[config.mk]
export PLATFORM = sky130hd
export DESIGN_NAME = trigger_pipeline
export DESIGN_NICKNAME = d
export VERILOG_FILES = /design/src/logic/trig_pkg.sv /design/src/logic/event_fifo.sv /design/src/logic/trigger_pipeline.sv
export SDC_FILE = /design/constraint.sdc
export NUM_CORES = 1
export LEC_CHECK = 0
export ABC_AREA = 1
export BUFFER_PORTS_ARGS = -buffer_cell sky130_fd_sc_hd__buf_2
export CAP_MARGIN = 20
export CORE_UTILIZATION = 50
export CTS_CLUSTER_DIAMETER = 150
export DETAILED_ROUTE_END_ITERATION = 6
export HOLD_SLACK_MARGIN = 0.02
export PLACE_DENSITY = 0.68
export SYNTH_ARGS = -nofsm -noshare
export SYNTH_HDL_FRONTEND = slang
export SYNTH_HIERARCHICAL = 1
export SYNTH_SLANG_ARGS = --single-unit
[constraint.sdc]
create_clock -name SYS_CLK -period 32.8 [get_ports SYS_CLK]
set_input_delay 6.56 -clock SYS_CLK [delete_from_list [all_inputs] [get_ports SYS_CLK]]
set_output_delay 6.56 -clock SYS_CLK [all_outputs]
set_load 0.05 [all_outputs]
[src/logic/trig_pkg.sv]
// Overview of operation
// - sixteen hit inputs feed both the hit pattern pipeline and the condition logic.
// - eight test bits each force a pair of hit inputs active together.
// - eight conditions settle within 20 ns, stored with hits at next active edge.
// - programmable 8-bit mask enables each trigger condition individually.
// - trigger output is the OR of the masked trigger pattern.
// - timing counter of 5 ns steps starts on first condition, stops at edge.
// - 6-bit timing code pipeline array is one stage shallower; tdc_code, which captures the counter, is the extra stage in front of it.
// - pattern pipeline is four bytes wide, one byte a dummy.
// - six readable bytes: board id, four pattern bytes, one timing byte.
// - bytes selected by 9-bit backplane address, returned on 8-bit data bus.
// - test bits come from the controller's test bit configuration register.
// - pipelines shift each active edge while enabled, step on read-out strobes when enable drops.
package trig_pkg;
   localparam int NUM_HITS = 16;
   localparam int NUM_COND = 8;
   localparam int BYTE_W = 8;
   localparam int ADDR_W = 9;
   localparam int TDC_W = 6;
   localparam int PAT_W = 4 * BYTE_W;
   localparam int NUM_LOC = 6;
   // byte locations relative to the board base address
   localparam logic [ADDR_W-1:0] LOC_ID = 9'h000;
   localparam logic [ADDR_W-1:0] LOC_HIT_LO = 9'h001;
   localparam logic [ADDR_W-1:0] LOC_HIT_HI = 9'h002;
   localparam logic [ADDR_W-1:0] LOC_TRIG = 9'h003;
   localparam logic [ADDR_W-1:0] LOC_DUMMY = 9'h004;
   localparam logic [ADDR_W-1:0] LOC_TDC = 9'h005;
   // pattern word fields
   localparam int HIT_LSB = 0;
   localparam int TRIG_LSB = 16;
   localparam int DUMMY_LSB = 24;
   localparam logic [BYTE_W-1:0] DUMMY_BYTE = 8'h00;
   localparam logic [TDC_W-1:0] TDC_MAX = 6'h3f;
   // timing
   localparam int CLK_PERIOD_NS = 10;
   localparam int EVAL_NS = 20;
   localparam int EVAL_CYCLES = (EVAL_NS / CLK_PERIOD_NS) < 1 ? 1 : EVAL_NS / CLK_PERIOD_NS;
   localparam int TDC_RES_NS = 5;
   localparam logic [TDC_W-1:0] TDC_STEP = TDC_W'(CLK_PERIOD_NS / TDC_RES_NS);
endpackage : trig_pkg

[src/logic/event_fifo.sv]
`timescale 1ns/10ps
module event_fifo #(
   parameter int WIDTH = 8,
   parameter int DEPTH = 8
) (
   // clock and reset
   input wire logic clk,
   input wire logic rst,
   // fill side
   input wire logic in_valid,
   output logic in_ready,
   input wire logic [WIDTH-1:0] in_data,
   // drain side
   output logic out_valid,
   input wire logic out_ready,
   output logic [WIDTH-1:0] out_data
);
   localparam int PW = (DEPTH > 1) ? $clog2(DEPTH) : 1;
   localparam logic [PW:0] FULL_COUNT = (PW + 1)'(DEPTH);
   localparam logic [PW-1:0] LAST = PW'(DEPTH - 1);

   logic [WIDTH-1:0] mem [DEPTH];
   logic [PW-1:0] wr_ptr;
   logic [PW-1:0] rd_ptr;
   logic [PW:0] count;
   wire push = in_valid && in_ready;
   wire pop = out_valid && out_ready;

   assign in_ready = (count != FULL_COUNT);
   assign out_valid = (count != '0);
   assign out_data = mem[rd_ptr];

   function automatic logic [PW-1:0] bump(input logic [PW-1:0] p);
      return (p == LAST) ? '0 : p + 1'b1;
   endfunction : bump

   always_ff @(posedge clk) begin
      if (push) begin
         mem[wr_ptr] <= in_data;
      end
   end

   always_ff @(posedge clk) begin
      if (rst) begin
         wr_ptr <= '0;
         rd_ptr <= '0;
         count <= '0;
      end else begin
         if (push) wr_ptr <= bump(wr_ptr);
         if (pop) rd_ptr <= bump(rd_ptr);
         if (push && !pop) count <= count + 1'b1;
         else if (pop && !push) count <= count - 1'b1;
      end
   end
endmodule : event_fifo

[src/logic/trigger_pipeline.sv]
`timescale 1ns/10ps
module trigger_pipeline
   import trig_pkg::*;
#(
   parameter int PIPE_DEPTH = 39,
   parameter int TICK_DIV = 10,
   parameter int FIFO_DEPTH = 8,
   parameter logic [ADDR_W-1:0] BOARD_BASE = 9'h100,
   // identification value is arbitrary
   parameter logic [BYTE_W-1:0] BOARD_ID = 8'h5a
) (
   // clock and reset
   input wire logic SYS_CLK,
   input wire logic RST,
   // detector hits and configuration
   input wire logic [NUM_HITS-1:0] HIT_IN,
   input wire logic [NUM_COND-1:0] TEST_BITS,
   input wire logic [NUM_COND-1:0] TRIG_MASK,
   // pipeline control
   input wire logic PIPELINE_SHIFT_ENABLE,
   input wire logic READOUT_SHIFT_STROBE,
   // trigger result
   output logic TRIGGER_OUT,
   // backplane read request
   input wire logic [ADDR_W-1:0] BP_ADDR,
   input wire logic BP_RD_VALID,
   output logic BP_RD_READY,
   // backplane read data
   output logic [BYTE_W-1:0] BP_DATA_OUT,
   output logic BP_DATA_OE,
   output logic BP_DATA_VALID,
   input wire logic BP_DATA_ACK
);
   localparam int TW = (TICK_DIV > 1) ? $clog2(TICK_DIV) : 1;
   localparam logic [TW-1:0] TICK_LAST = TW'(TICK_DIV - 1);

   // test bit i stands for hit inputs 2i and 2i+1
   function automatic logic [NUM_HITS-1:0] expand_tests(input logic [NUM_COND-1:0] t);
      logic [NUM_HITS-1:0] r;
      r = '0;
      for (int i = 0; i < NUM_COND; i++) begin
         r[2*i] = t[i];
         r[2*i+1] = t[i];
      end
      return r;
   endfunction : expand_tests

   // firmware conditions: pair coincidences, even pairs in the low half, odd pairs in the high half
   function automatic logic [NUM_COND-1:0] eval_conds(input logic [NUM_HITS-1:0] h);
      logic [NUM_COND-1:0] c;
      c = '0;
      for (int i = 0; i < NUM_COND / 2; i++) begin
         c[i] = h[4*i] & h[4*i+1];
         c[i+NUM_COND/2] = h[4*i+2] & h[4*i+3];
      end
      return c;
   endfunction : eval_conds

   // experiment clock active edge as an enable pulse
   logic [TW-1:0] tick_cnt;
   wire tick = (tick_cnt == TICK_LAST);

   always_ff @(posedge SYS_CLK) begin
      if (RST) tick_cnt <= '0;
      else tick_cnt <= tick ? '0 : tick_cnt + 1'b1;
   end

   // hit inputs with test forcing
   wire [NUM_HITS-1:0] test_hits = expand_tests(TEST_BITS);
   wire [NUM_HITS-1:0] eff_hit = HIT_IN | test_hits;
   wire [NUM_COND-1:0] next_cond = eval_conds(eff_hit);

   // registered condition stage, one cycle, well inside the evaluation budget
   logic [NUM_COND-1:0] cond_q;
   logic [NUM_HITS-1:0] hit_q;

   always_ff @(posedge SYS_CLK) begin
      if (RST) begin
         cond_q <= '0;
         hit_q <= '0;
      end else begin
         cond_q <= next_cond;
         hit_q <= eff_hit;
      end
   end

   // masked trigger decision
   wire [NUM_COND-1:0] masked = cond_q & TRIG_MASK;
   wire next_trigger = |masked;

   always_ff @(posedge SYS_CLK) begin
      if (RST) TRIGGER_OUT <= 1'b0;
      else TRIGGER_OUT <= next_trigger;
   end

   // pattern latched between clock edges so a short condition still counts
   logic [NUM_COND-1:0] trig_acc;
   wire [NUM_COND-1:0] next_trig_acc = trig_acc | cond_q;

   // timing counter: runs from first condition to the next active edge
   logic tdc_run;
   logic [TDC_W-1:0] tdc_cnt;
   logic [TDC_W-1:0] tdc_code;
   wire any_cond = |cond_q;
   wire sat = (tdc_cnt > TDC_MAX - TDC_STEP);
   wire [TDC_W-1:0] next_tdc_cnt = sat ? TDC_MAX : tdc_cnt + TDC_STEP;

   always_ff @(posedge SYS_CLK) begin
      if (RST) begin
         tdc_run <= 1'b0;
         tdc_cnt <= '0;
         trig_acc <= '0;
      end else if (tick) begin
         tdc_run <= 1'b0;
         tdc_cnt <= '0;
         trig_acc <= '0;
      end else begin
         trig_acc <= next_trig_acc;
         if (tdc_run) tdc_cnt <= next_tdc_cnt;
         else if (any_cond) tdc_run <= 1'b1;
      end
   end

   // pipeline shifting: live data on the edge, read-out strobes when halted
   logic strobe_q;
   wire strobe_pulse = READOUT_SHIFT_STROBE && !strobe_q;
   wire shift = PIPELINE_SHIFT_ENABLE ? tick : strobe_pulse;

   always_ff @(posedge SYS_CLK) begin
      if (RST) strobe_q <= 1'b0;
      else strobe_q <= READOUT_SHIFT_STROBE;
   end

   // four byte pattern word, top byte unused
   wire [PAT_W-1:0] next_pat = {DUMMY_BYTE, next_trig_acc, hit_q};

   logic [PAT_W-1:0] pat_pipe [PIPE_DEPTH];
   logic [TDC_W-1:0] tdc_pipe [PIPE_DEPTH-1];

   always_ff @(posedge SYS_CLK) begin
      if (RST) begin
         for (int i = 0; i < PIPE_DEPTH; i++) pat_pipe[i] <= '0;
      end else if (shift) begin
         pat_pipe[0] <= next_pat;
         for (int i = 1; i < PIPE_DEPTH; i++) pat_pipe[i] <= pat_pipe[i-1];
      end
   end

   // live mode captures the running count; read-out steps push zeros in
   always_ff @(posedge SYS_CLK) begin
      if (RST) begin
         tdc_code <= '0;
         for (int i = 0; i < PIPE_DEPTH - 1; i++) tdc_pipe[i] <= '0;
      end else if (shift) begin
         tdc_code <= (PIPELINE_SHIFT_ENABLE && tdc_run) ? tdc_cnt : '0;
         tdc_pipe[0] <= tdc_code;
         for (int i = 1; i < PIPE_DEPTH - 1; i++) tdc_pipe[i] <= tdc_pipe[i-1];
      end
   end

   // read-out byte selection at the pipeline ends
   wire [PAT_W-1:0] pat_out = pat_pipe[PIPE_DEPTH-1];
   wire [TDC_W-1:0] tdc_out = tdc_pipe[PIPE_DEPTH-2];
   wire [ADDR_W-1:0] rel_addr = BP_ADDR - BOARD_BASE;
   wire addr_hit = (BP_ADDR >= BOARD_BASE) && (rel_addr < ADDR_W'(NUM_LOC));
   wire [BYTE_W-1:0] sel_byte;

   assign sel_byte = (rel_addr == LOC_ID) ? BOARD_ID :
      (rel_addr == LOC_HIT_LO) ? pat_out[HIT_LSB +: BYTE_W] :
      (rel_addr == LOC_HIT_HI) ? pat_out[HIT_LSB + BYTE_W +: BYTE_W] :
      (rel_addr == LOC_TRIG) ? pat_out[TRIG_LSB +: BYTE_W] :
      (rel_addr == LOC_DUMMY) ? pat_out[DUMMY_LSB +: BYTE_W] :
      {{(BYTE_W - TDC_W){1'b0}}, tdc_out};

   // requests to other boards are acknowledged and dropped
   wire fifo_in_ready;
   wire fifo_out_valid;
   wire [BYTE_W-1:0] fifo_out_data;
   wire push_req = BP_RD_VALID && addr_hit;

   assign BP_RD_READY = addr_hit ? fifo_in_ready : 1'b1;

   event_fifo #(
      .WIDTH(BYTE_W),
      .DEPTH(FIFO_DEPTH)
   ) u_read_fifo (
      .clk(SYS_CLK),
      .rst(RST),
      .in_valid(push_req),
      .in_ready(fifo_in_ready),
      .in_data(sel_byte),
      .out_valid(fifo_out_valid),
      .out_ready(BP_DATA_ACK),
      .out_data(fifo_out_data)
   );

   assign BP_DATA_OUT = fifo_out_data;
   assign BP_DATA_VALID = fifo_out_valid;
   assign BP_DATA_OE = fifo_out_valid && addr_hit;
endmodule : trigger_pipeline

* Word-level counts from Yosys, hierarchy flattened
Memory sizes are Yosys's and may differ from the RTL's. A register that Yosys moved wholly into a read port is not among the register bits.
Cells that the tools add are included.
** Word-level totals
- Bits in registers :: 61
- Latch bits :: 0
- Bits in writable memories :: 1540
- ROM bits :: 0
- Bits of input ports :: 47
- Memories kept :: 3
** Memories
- pat_pipe :: depth 39, bits a word 32, read ports 39, clocked after memory_dff 0, wr ports 39, RTL line trigger_pipeline.sv:137 : logic [PAT_W-1:0] pat_pipe [PIPE_DEPTH];
- tdc_pipe :: depth 38, bits a word 6, read ports 38, clocked after memory_dff 0, wr ports 38, RTL line trigger_pipeline.sv:138 : logic [TDC_W-1:0] tdc_pipe [PIPE_DEPTH-1];
- u_read_fifo.mem :: depth 8, bits a word 8, read ports 1, clocked after memory_dff 1, wr ports 1, RTL line event_fifo.sv:22 : logic [WIDTH-1:0] mem [DEPTH];
** Operators by class
- Add/subtract/negate cells :: 7
- Multiply operators :: 0
- Divide/modulo/power cells :: 0
- Magnitude comparators :: 3
- Equality and inequality tests :: 8
- Shift operators :: 0
- Multiplexer cells :: 101
- Bitwise logic cells :: 88
- Reduce and logical (&&, ||, !) cells :: 18
** Operators with widths (count)
- 32-bit two-way mux :: 39
- 6-bit two-way mux :: 40
- 1-bit OR :: 77
- 8-bit two-way mux :: 5
- 9-bit by 2-bit == test with 1-bit output, second input constant :: 2
- 16-bit OR :: 1
- 8-bit OR reduction :: 2
- 3-bit two-way mux :: 4
- 1-bit two-way mux :: 11
- 9-bit by 1-bit == test with 1-bit output, second input constant :: 1
- 9-bit by 3-bit == test with 1-bit output, second input constant :: 1
- 9-bit >= comparator, second input constant :: 1
- 1-bit logical AND :: 9
- 9-bit logical NOT :: 1
- 9-bit by 3-bit less-than comparator with 1-bit output, second input constant :: 1
- 9-bit subtractor, second input constant :: 1
- 4-bit by 1-bit adder with 4-bit output, second input constant :: 2
- 1-bit AND :: 8
- 8-bit AND :: 1
- 4-bit two-way mux :: 2
- 8-bit OR :: 1
- 3-bit by 1-bit adder with 3-bit output, second input constant :: 2
- 6-bit by 2-bit adder with 6-bit output, second input constant :: 1
- 3-bit == test, second input constant :: 2
- other kinds (8) :: 10

* Depth between registers and ports, before layout
- Depth in word-level cells :: 9
- Mapped depth :: 17
- Gate-level depth less buffers :: 17

* Cells and area by module
The synthesis kept the hierarchy.
** Modules (own cells, without submodules)
- trigger_pipeline :: instances 1, cells each 3903, area an instance 53759.1 µm², seq. area each 35974.5 µm²
- event_fifo :: instances 1, cells each 312, area an instance 3326.9 µm², seq. area each 2182.1 µm²

* Worst setup path after synthesis
OpenSTA, ideal clock, no wires.
- Kind :: input to register
- Start point :: in READOUT_SHIFT_STROBE
- End point :: mem pat_pipe[0][0] (netlist bit) (enable)
- Setup time :: 7.963 ns
- Data arrival time :: 25.625 ns
- Path slack :: -0.788 ns
- Cell stages on the path :: 6
- Buffers on the path :: 0
- Cell sequence :: inv_1 > nor2_1 > nand2_1 > nand2_1 > inv_2 > nand2_1
** RTL lines
- from (decl) :: RTL line trigger_pipeline.sv:21 : input wire logic READOUT_SHIFT_STROBE,
- to (decl) :: RTL line trigger_pipeline.sv:137

* Worst setup path after layout
- Start point :: in BP_ADDR[6]
- End point :: out BP_RD_READY
** Between the ends
- Word-level cells in the longest chain between the ends :: 4
- Elaborated cells between the ends (all ways) :: 5
** Ends and longest elaborated chain
- from (decl) :: RTL line trigger_pipeline.sv:25 : input wire logic [ADDR_W-1:0] BP_ADDR,
- 9-bit subtractor :: RTL line trigger_pipeline.sv:164 : wire [ADDR_W-1:0] rel_addr = BP_ADDR - BOARD_BASE;
- 9-bit by 3-bit less-than comparator with 1-bit output :: RTL line trigger_pipeline.sv:165 : wire addr_hit = (BP_ADDR >= BOARD_BASE) && (rel_addr < ADDR_W'(NUM_LOC));
- 1-bit logical AND * :: RTL line trigger_pipeline.sv:165
- 1-bit two-way mux * :: RTL line trigger_pipeline.sv:181 : assign BP_RD_READY = addr_hit ? fifo_in_ready : 1'b1;
- to (decl) :: RTL line trigger_pipeline.sv:27 : output logic BP_RD_READY,
Mark *: on every way between the ends. The rest lies on a longest branch, timed or not.

==> summary.txt <==
Run status
  – Status: finished, final reports clean

Min path
  – Hold Path Stages: 2
  – Worst Hold Launch: trig_acc[1]$_SDFF_PP0_
  – Hold Crit Class: register to register
  – Hold endpoint: trig_acc[1]$_SDFF_PP0_

Drt
  – WL/cell: 11.0 um
  – Routed Antenna Nets: 0
  – DR iter-0 viols: 1,683
  – Vias/cell: 4.39
  – DRT Pass-1 Iters: 5
  – Drc violations: 0
  – Post-Route WL: 64.9 mm
  – Via count: 25,900

STA
  – Worst slew margin: 0.255
  – RSZ-0062 raised after global routing: no
  – Post-layout min period: 14.49 ns
  – Final setup viols: 0
  – Worst clock skew: 0.0222 ns
  – Part of the cycle the worst path needs: 0.442
  – Slew Limit Fails: 0
  – Slew @ Worst Pin: 1.12 ns
  – Max frequency: 69.0 MHz
  – Final Hold Vio Count: 0
  – Setup_tns: 0 ns

Power and ir drop
  – Combinational share of power: 0.079
  – Power share of the sequential group: 0.532
  – Max rail drop VDD: 0.0457 mV
  – Power density over cell area: 59.3 nW/um^2
  – Sw frac: 0.230
  – Clock power share: 0.389
  – Static leakage: 22.7 nW
  – Switching power: 0.000839 W
  – Cell internal pwr: 0.00281 W

Floorplan
  – Core Area: 113,000 um^2
  – # rows: 123
  – Initial core utilization: 0.506
  – Die Wd: 340 um
  – # IOs: 59
  – Die height: 340 um
  – Die area: 116,000 um^2

Synthesis
  – Yosys Warn Count: 6
  – Post-synthesis cell type count: 37
  – Ys async rst share: 0
  – Flops & latches, synth: 1,292
  – Post-synth EDFFs: 1,228
  – Register area share after synthesis: 0.668
  – Post-Syn Area: 57,100 um^2
  – Synth Flop Type: edfxtp_1
  – Syn Area/Cell: 13.5 um^2
  – Cell count after synthesis: 4,215
  – Net Count, Synth: 4,273

Layout
  – Post-route cell area: 61,600 um^2
  – Layout area overhead: 7.96%
  – Final-layout fill cell count: 9,137
  – Share of layout cells above drive strength 1: 0.248
  – Antenna diodes: 0
  – Nets: 4,354

Critical path
  – Critical Path End Type: output port
  – Worst reg-to-reg setup slack: 27.28 ns
  – R2r endpoint: pat_pipe[3][134]$_SDFFCE_PN0P_
  – Number of buffers and inverters on the critical path: 3
  – Worst Path Required: 26.24 ns
  – Top Family by Delay on Critical Path: simple AND/OR/NAND/NOR gates
  – Reg-to-reg startpoint: tick_cnt[1]$_SDFF_PP0_
  – Worst endpoint data arrival time: 7.93 ns
  – Crit path cell chain: buf_2 -> inv_1 -> nand2_1 -> nor2_2 -> o211ai_1 -> or2_2 -> buf_2
  – Crit start category: input port
  – Slowest cell on crit path: or2_2
  – Critical path class: input port to output port
  – CP max FO: 7
  – Top cell by count, worst path: buf_2
  – Crit-path max cell delay: 0.38 ns
  – Worst R2R Path Depth: 12

Global route
  – Grt total ovfl: 0
  – Vias in the first global route: 25,900
  – Largest net degree at the start of global routing: 193
  – GR Util All Layers: 0.118
  – Antenna violations before repair: 0
  – First-pass GRT wire length: 115 mm

Clock tree
  – Clock-pin slew on the worst setup and hold paths: 0.06 ns
  – Postcts setup bufs: 0
  – CTS tree: built
  – CTS Hold Bufs: 0
  – Sink Count: 1,292
  – CTS Buf Count: 134
  – Root Driver: clkbuf_16
  – Clock Latency Late Sink: 0.71 ns
  – H-tree depth: 4
  – Max Buffers Root-to-Sink: 3
  – Post-CTS sizing: 0

Placed design
  – DP Wirelength: 34.4 mm
  – IO buf count: 58
  – Routability Congestion: 0.775
  – Area post-placement: 57,500 um^2

Job
  – Max Cap Viol: 0
==> layout by cell type (no fill, tap or decap), drive strengths merged <==
| cell | netlist | layout |
|---|---|---|
| a221oi | 2 | 2 |
| ha | 10 | 10 |
| nor3 | 10 | 10 |
| nand4 | 3 | 3 |
| o22ai | 6 | 6 |
| a31oi | 3 | 3 |
| inv | 1222 | 1224 |
| clkinv | 0 | 41 |
| edfxtp | 1228 | 1228 |
| xnor2 | 1 | 1 |
| fa | 1 | 1 |
| buf | 132 | 90 |
| a21oi | 36 | 36 |
| dfxtp | 64 | 64 |
| clkinvlp | 0 | 2 |
| bufinv | 0 | 5 |
| o211ai | 1 | 1 |
| xor2 | 5 | 5 |
| nand3 | 29 | 29 |
| clkbuf | 13 | 185 |
| nor2 | 1301 | 1301 |
| or2 | 3 | 3 |
| nor4 | 2 | 2 |
| nand3b | 2 | 2 |
| o21ai | 43 | 43 |
| nand2 | 98 | 98 |
==> area by class of cell <==
class	instances	area (um^2)	share of cell area
Timing Repair Buffer	90	612	0.00993
Inverter	1222	4610	0.0747
Clock buffer	185	3730	0.0606
Sequential cell	1292	38200	0.619
Multi-Input combinational cell	1556	12300	0.199
Clock inverter	50	382	0.00619
Tap cell	1500	1880	0.0305
==> power by group through the flow <==
stage,Combinational (W),Clock [W],Sequential (W)
5_1_grt,0.000323,0.00153,0.00195
4_1_cts,0.000295,0.00147,0.00195
2_1_floorplan,0.000263,0,0.00203
3_5_place_dp,0.000293,0,0.00198
6_report,0.000289,0.00142,0.00194
3_3_place_gp,0.000287,0,0.00198
==> metal layers <==
metal,part of all wire,global-route usage,up-vias
met5,0,0,-
met4,0.027,0.0458,0
met3,0.038,0.0267,151
met2,0.50,0.203,262
met1,0.44,0.143,12400
li1,-,-,13000
==> cell families (layout without fill, tap and decap cells) <==
kind of cell               after synthesis  count (layout)  synth area share
and+or+nand+nor                       1448            1448             0.203
buffers and inverters                 1367            1547             0.117
DFF                                   1292            1292             0.668
AOI/OAI and AO/OA                       91              91           0.00835
adders and majority gates               11              11           0.00254
xor gates and xnor gates                 6               6          0.000921
==> cell usage after synthesis (8+ instances only) <==
library cell,count,area [um^2]
edfxtp_1,1228,36900
inv_1,1215,4560
nor2_4,801,9020
nor2_1,493,1850
nand2_1,96,360
buf_12,89,1780
dfxtp_1,64,1280
a21oi_1,36,180
o21ai_1,30,150
buf_2,28,140
nand3_1,27,135
clkbuf_1,13,48.8
o21ai_0,13,65.1
ha_1,10,125
nor3_1,10,50.1
buf_6,8,90.1
==> registers in the layout, summed over array words and instances, names as in the netlist, named ones only <==
| signal | count |
|---|---|
| pat_pipe | 936 |
| tdc_pipe | 228 |
| tdc_code | 6 |
| hit_q | 16 |
| tdc_cnt | 6 |
| cond_q | 8 |
| u_read_fifo/wr_ptr | 3 |
| TRIGGER_OUT | 1 |
| u_read_fifo/count | 4 |
| u_read_fifo/rd_ptr | 3 |
| strobe_q | 1 |
| tick_cnt | 4 |
| tdc_run | 1 |
| u_read_fifo/mem | 64 |
| trig_acc | 8 |
==> how the worst max path moves through the flow <==
stage | from | to | slack [ns] | depth (start not counted)
final | BP_ADDR[6] | BP_RD_READY | 18.31 | 7
after global routing | BP_ADDR[5] | BP_RD_READY | 18.23 | 7
after CTS | BP_ADDR[6] | BP_RD_READY | 18.25 | 7
after detailed placement | BP_ADDR[6] | BP_RD_READY | 18.24 | 7
after global placement | BP_ADDR[6] | BP_RD_READY | 18.28 | 7
after floorplan | RST | pat_pipe[0][0]$_SDFFCE_PN0P_ | 11.18 | 3
==> worst min-delay path, stage by stage (launching register included) <==
cell and delay (ns):
dfxtp_1 0.29, inv_1 0.06, a21oi_1 0.05
==> metrics by stage <==
step | hold WS, ns | instances | power (W) | worst slack (ns) | utilization
2_1_floorplan | 0.431 | 4215 | 0.00229 | 11.18 | -
3_3_place_gp | 0.439 | 5660 | 0.00226 | 18.28 | 0.510
3_5_place_dp | 0.447 | 5660 | 0.00227 | 18.24 | 0.510
4_1_cts | 0.456 | 5895 | 0.00371 | 18.25 | 0.546
5_1_grt | 0.469 | 5895 | 0.00380 | 18.23 | 0.546
6_report | 0.454 | 5895 | 0.00365 | 18.31 | 0.546
Power figures use the tool's default switching activity.
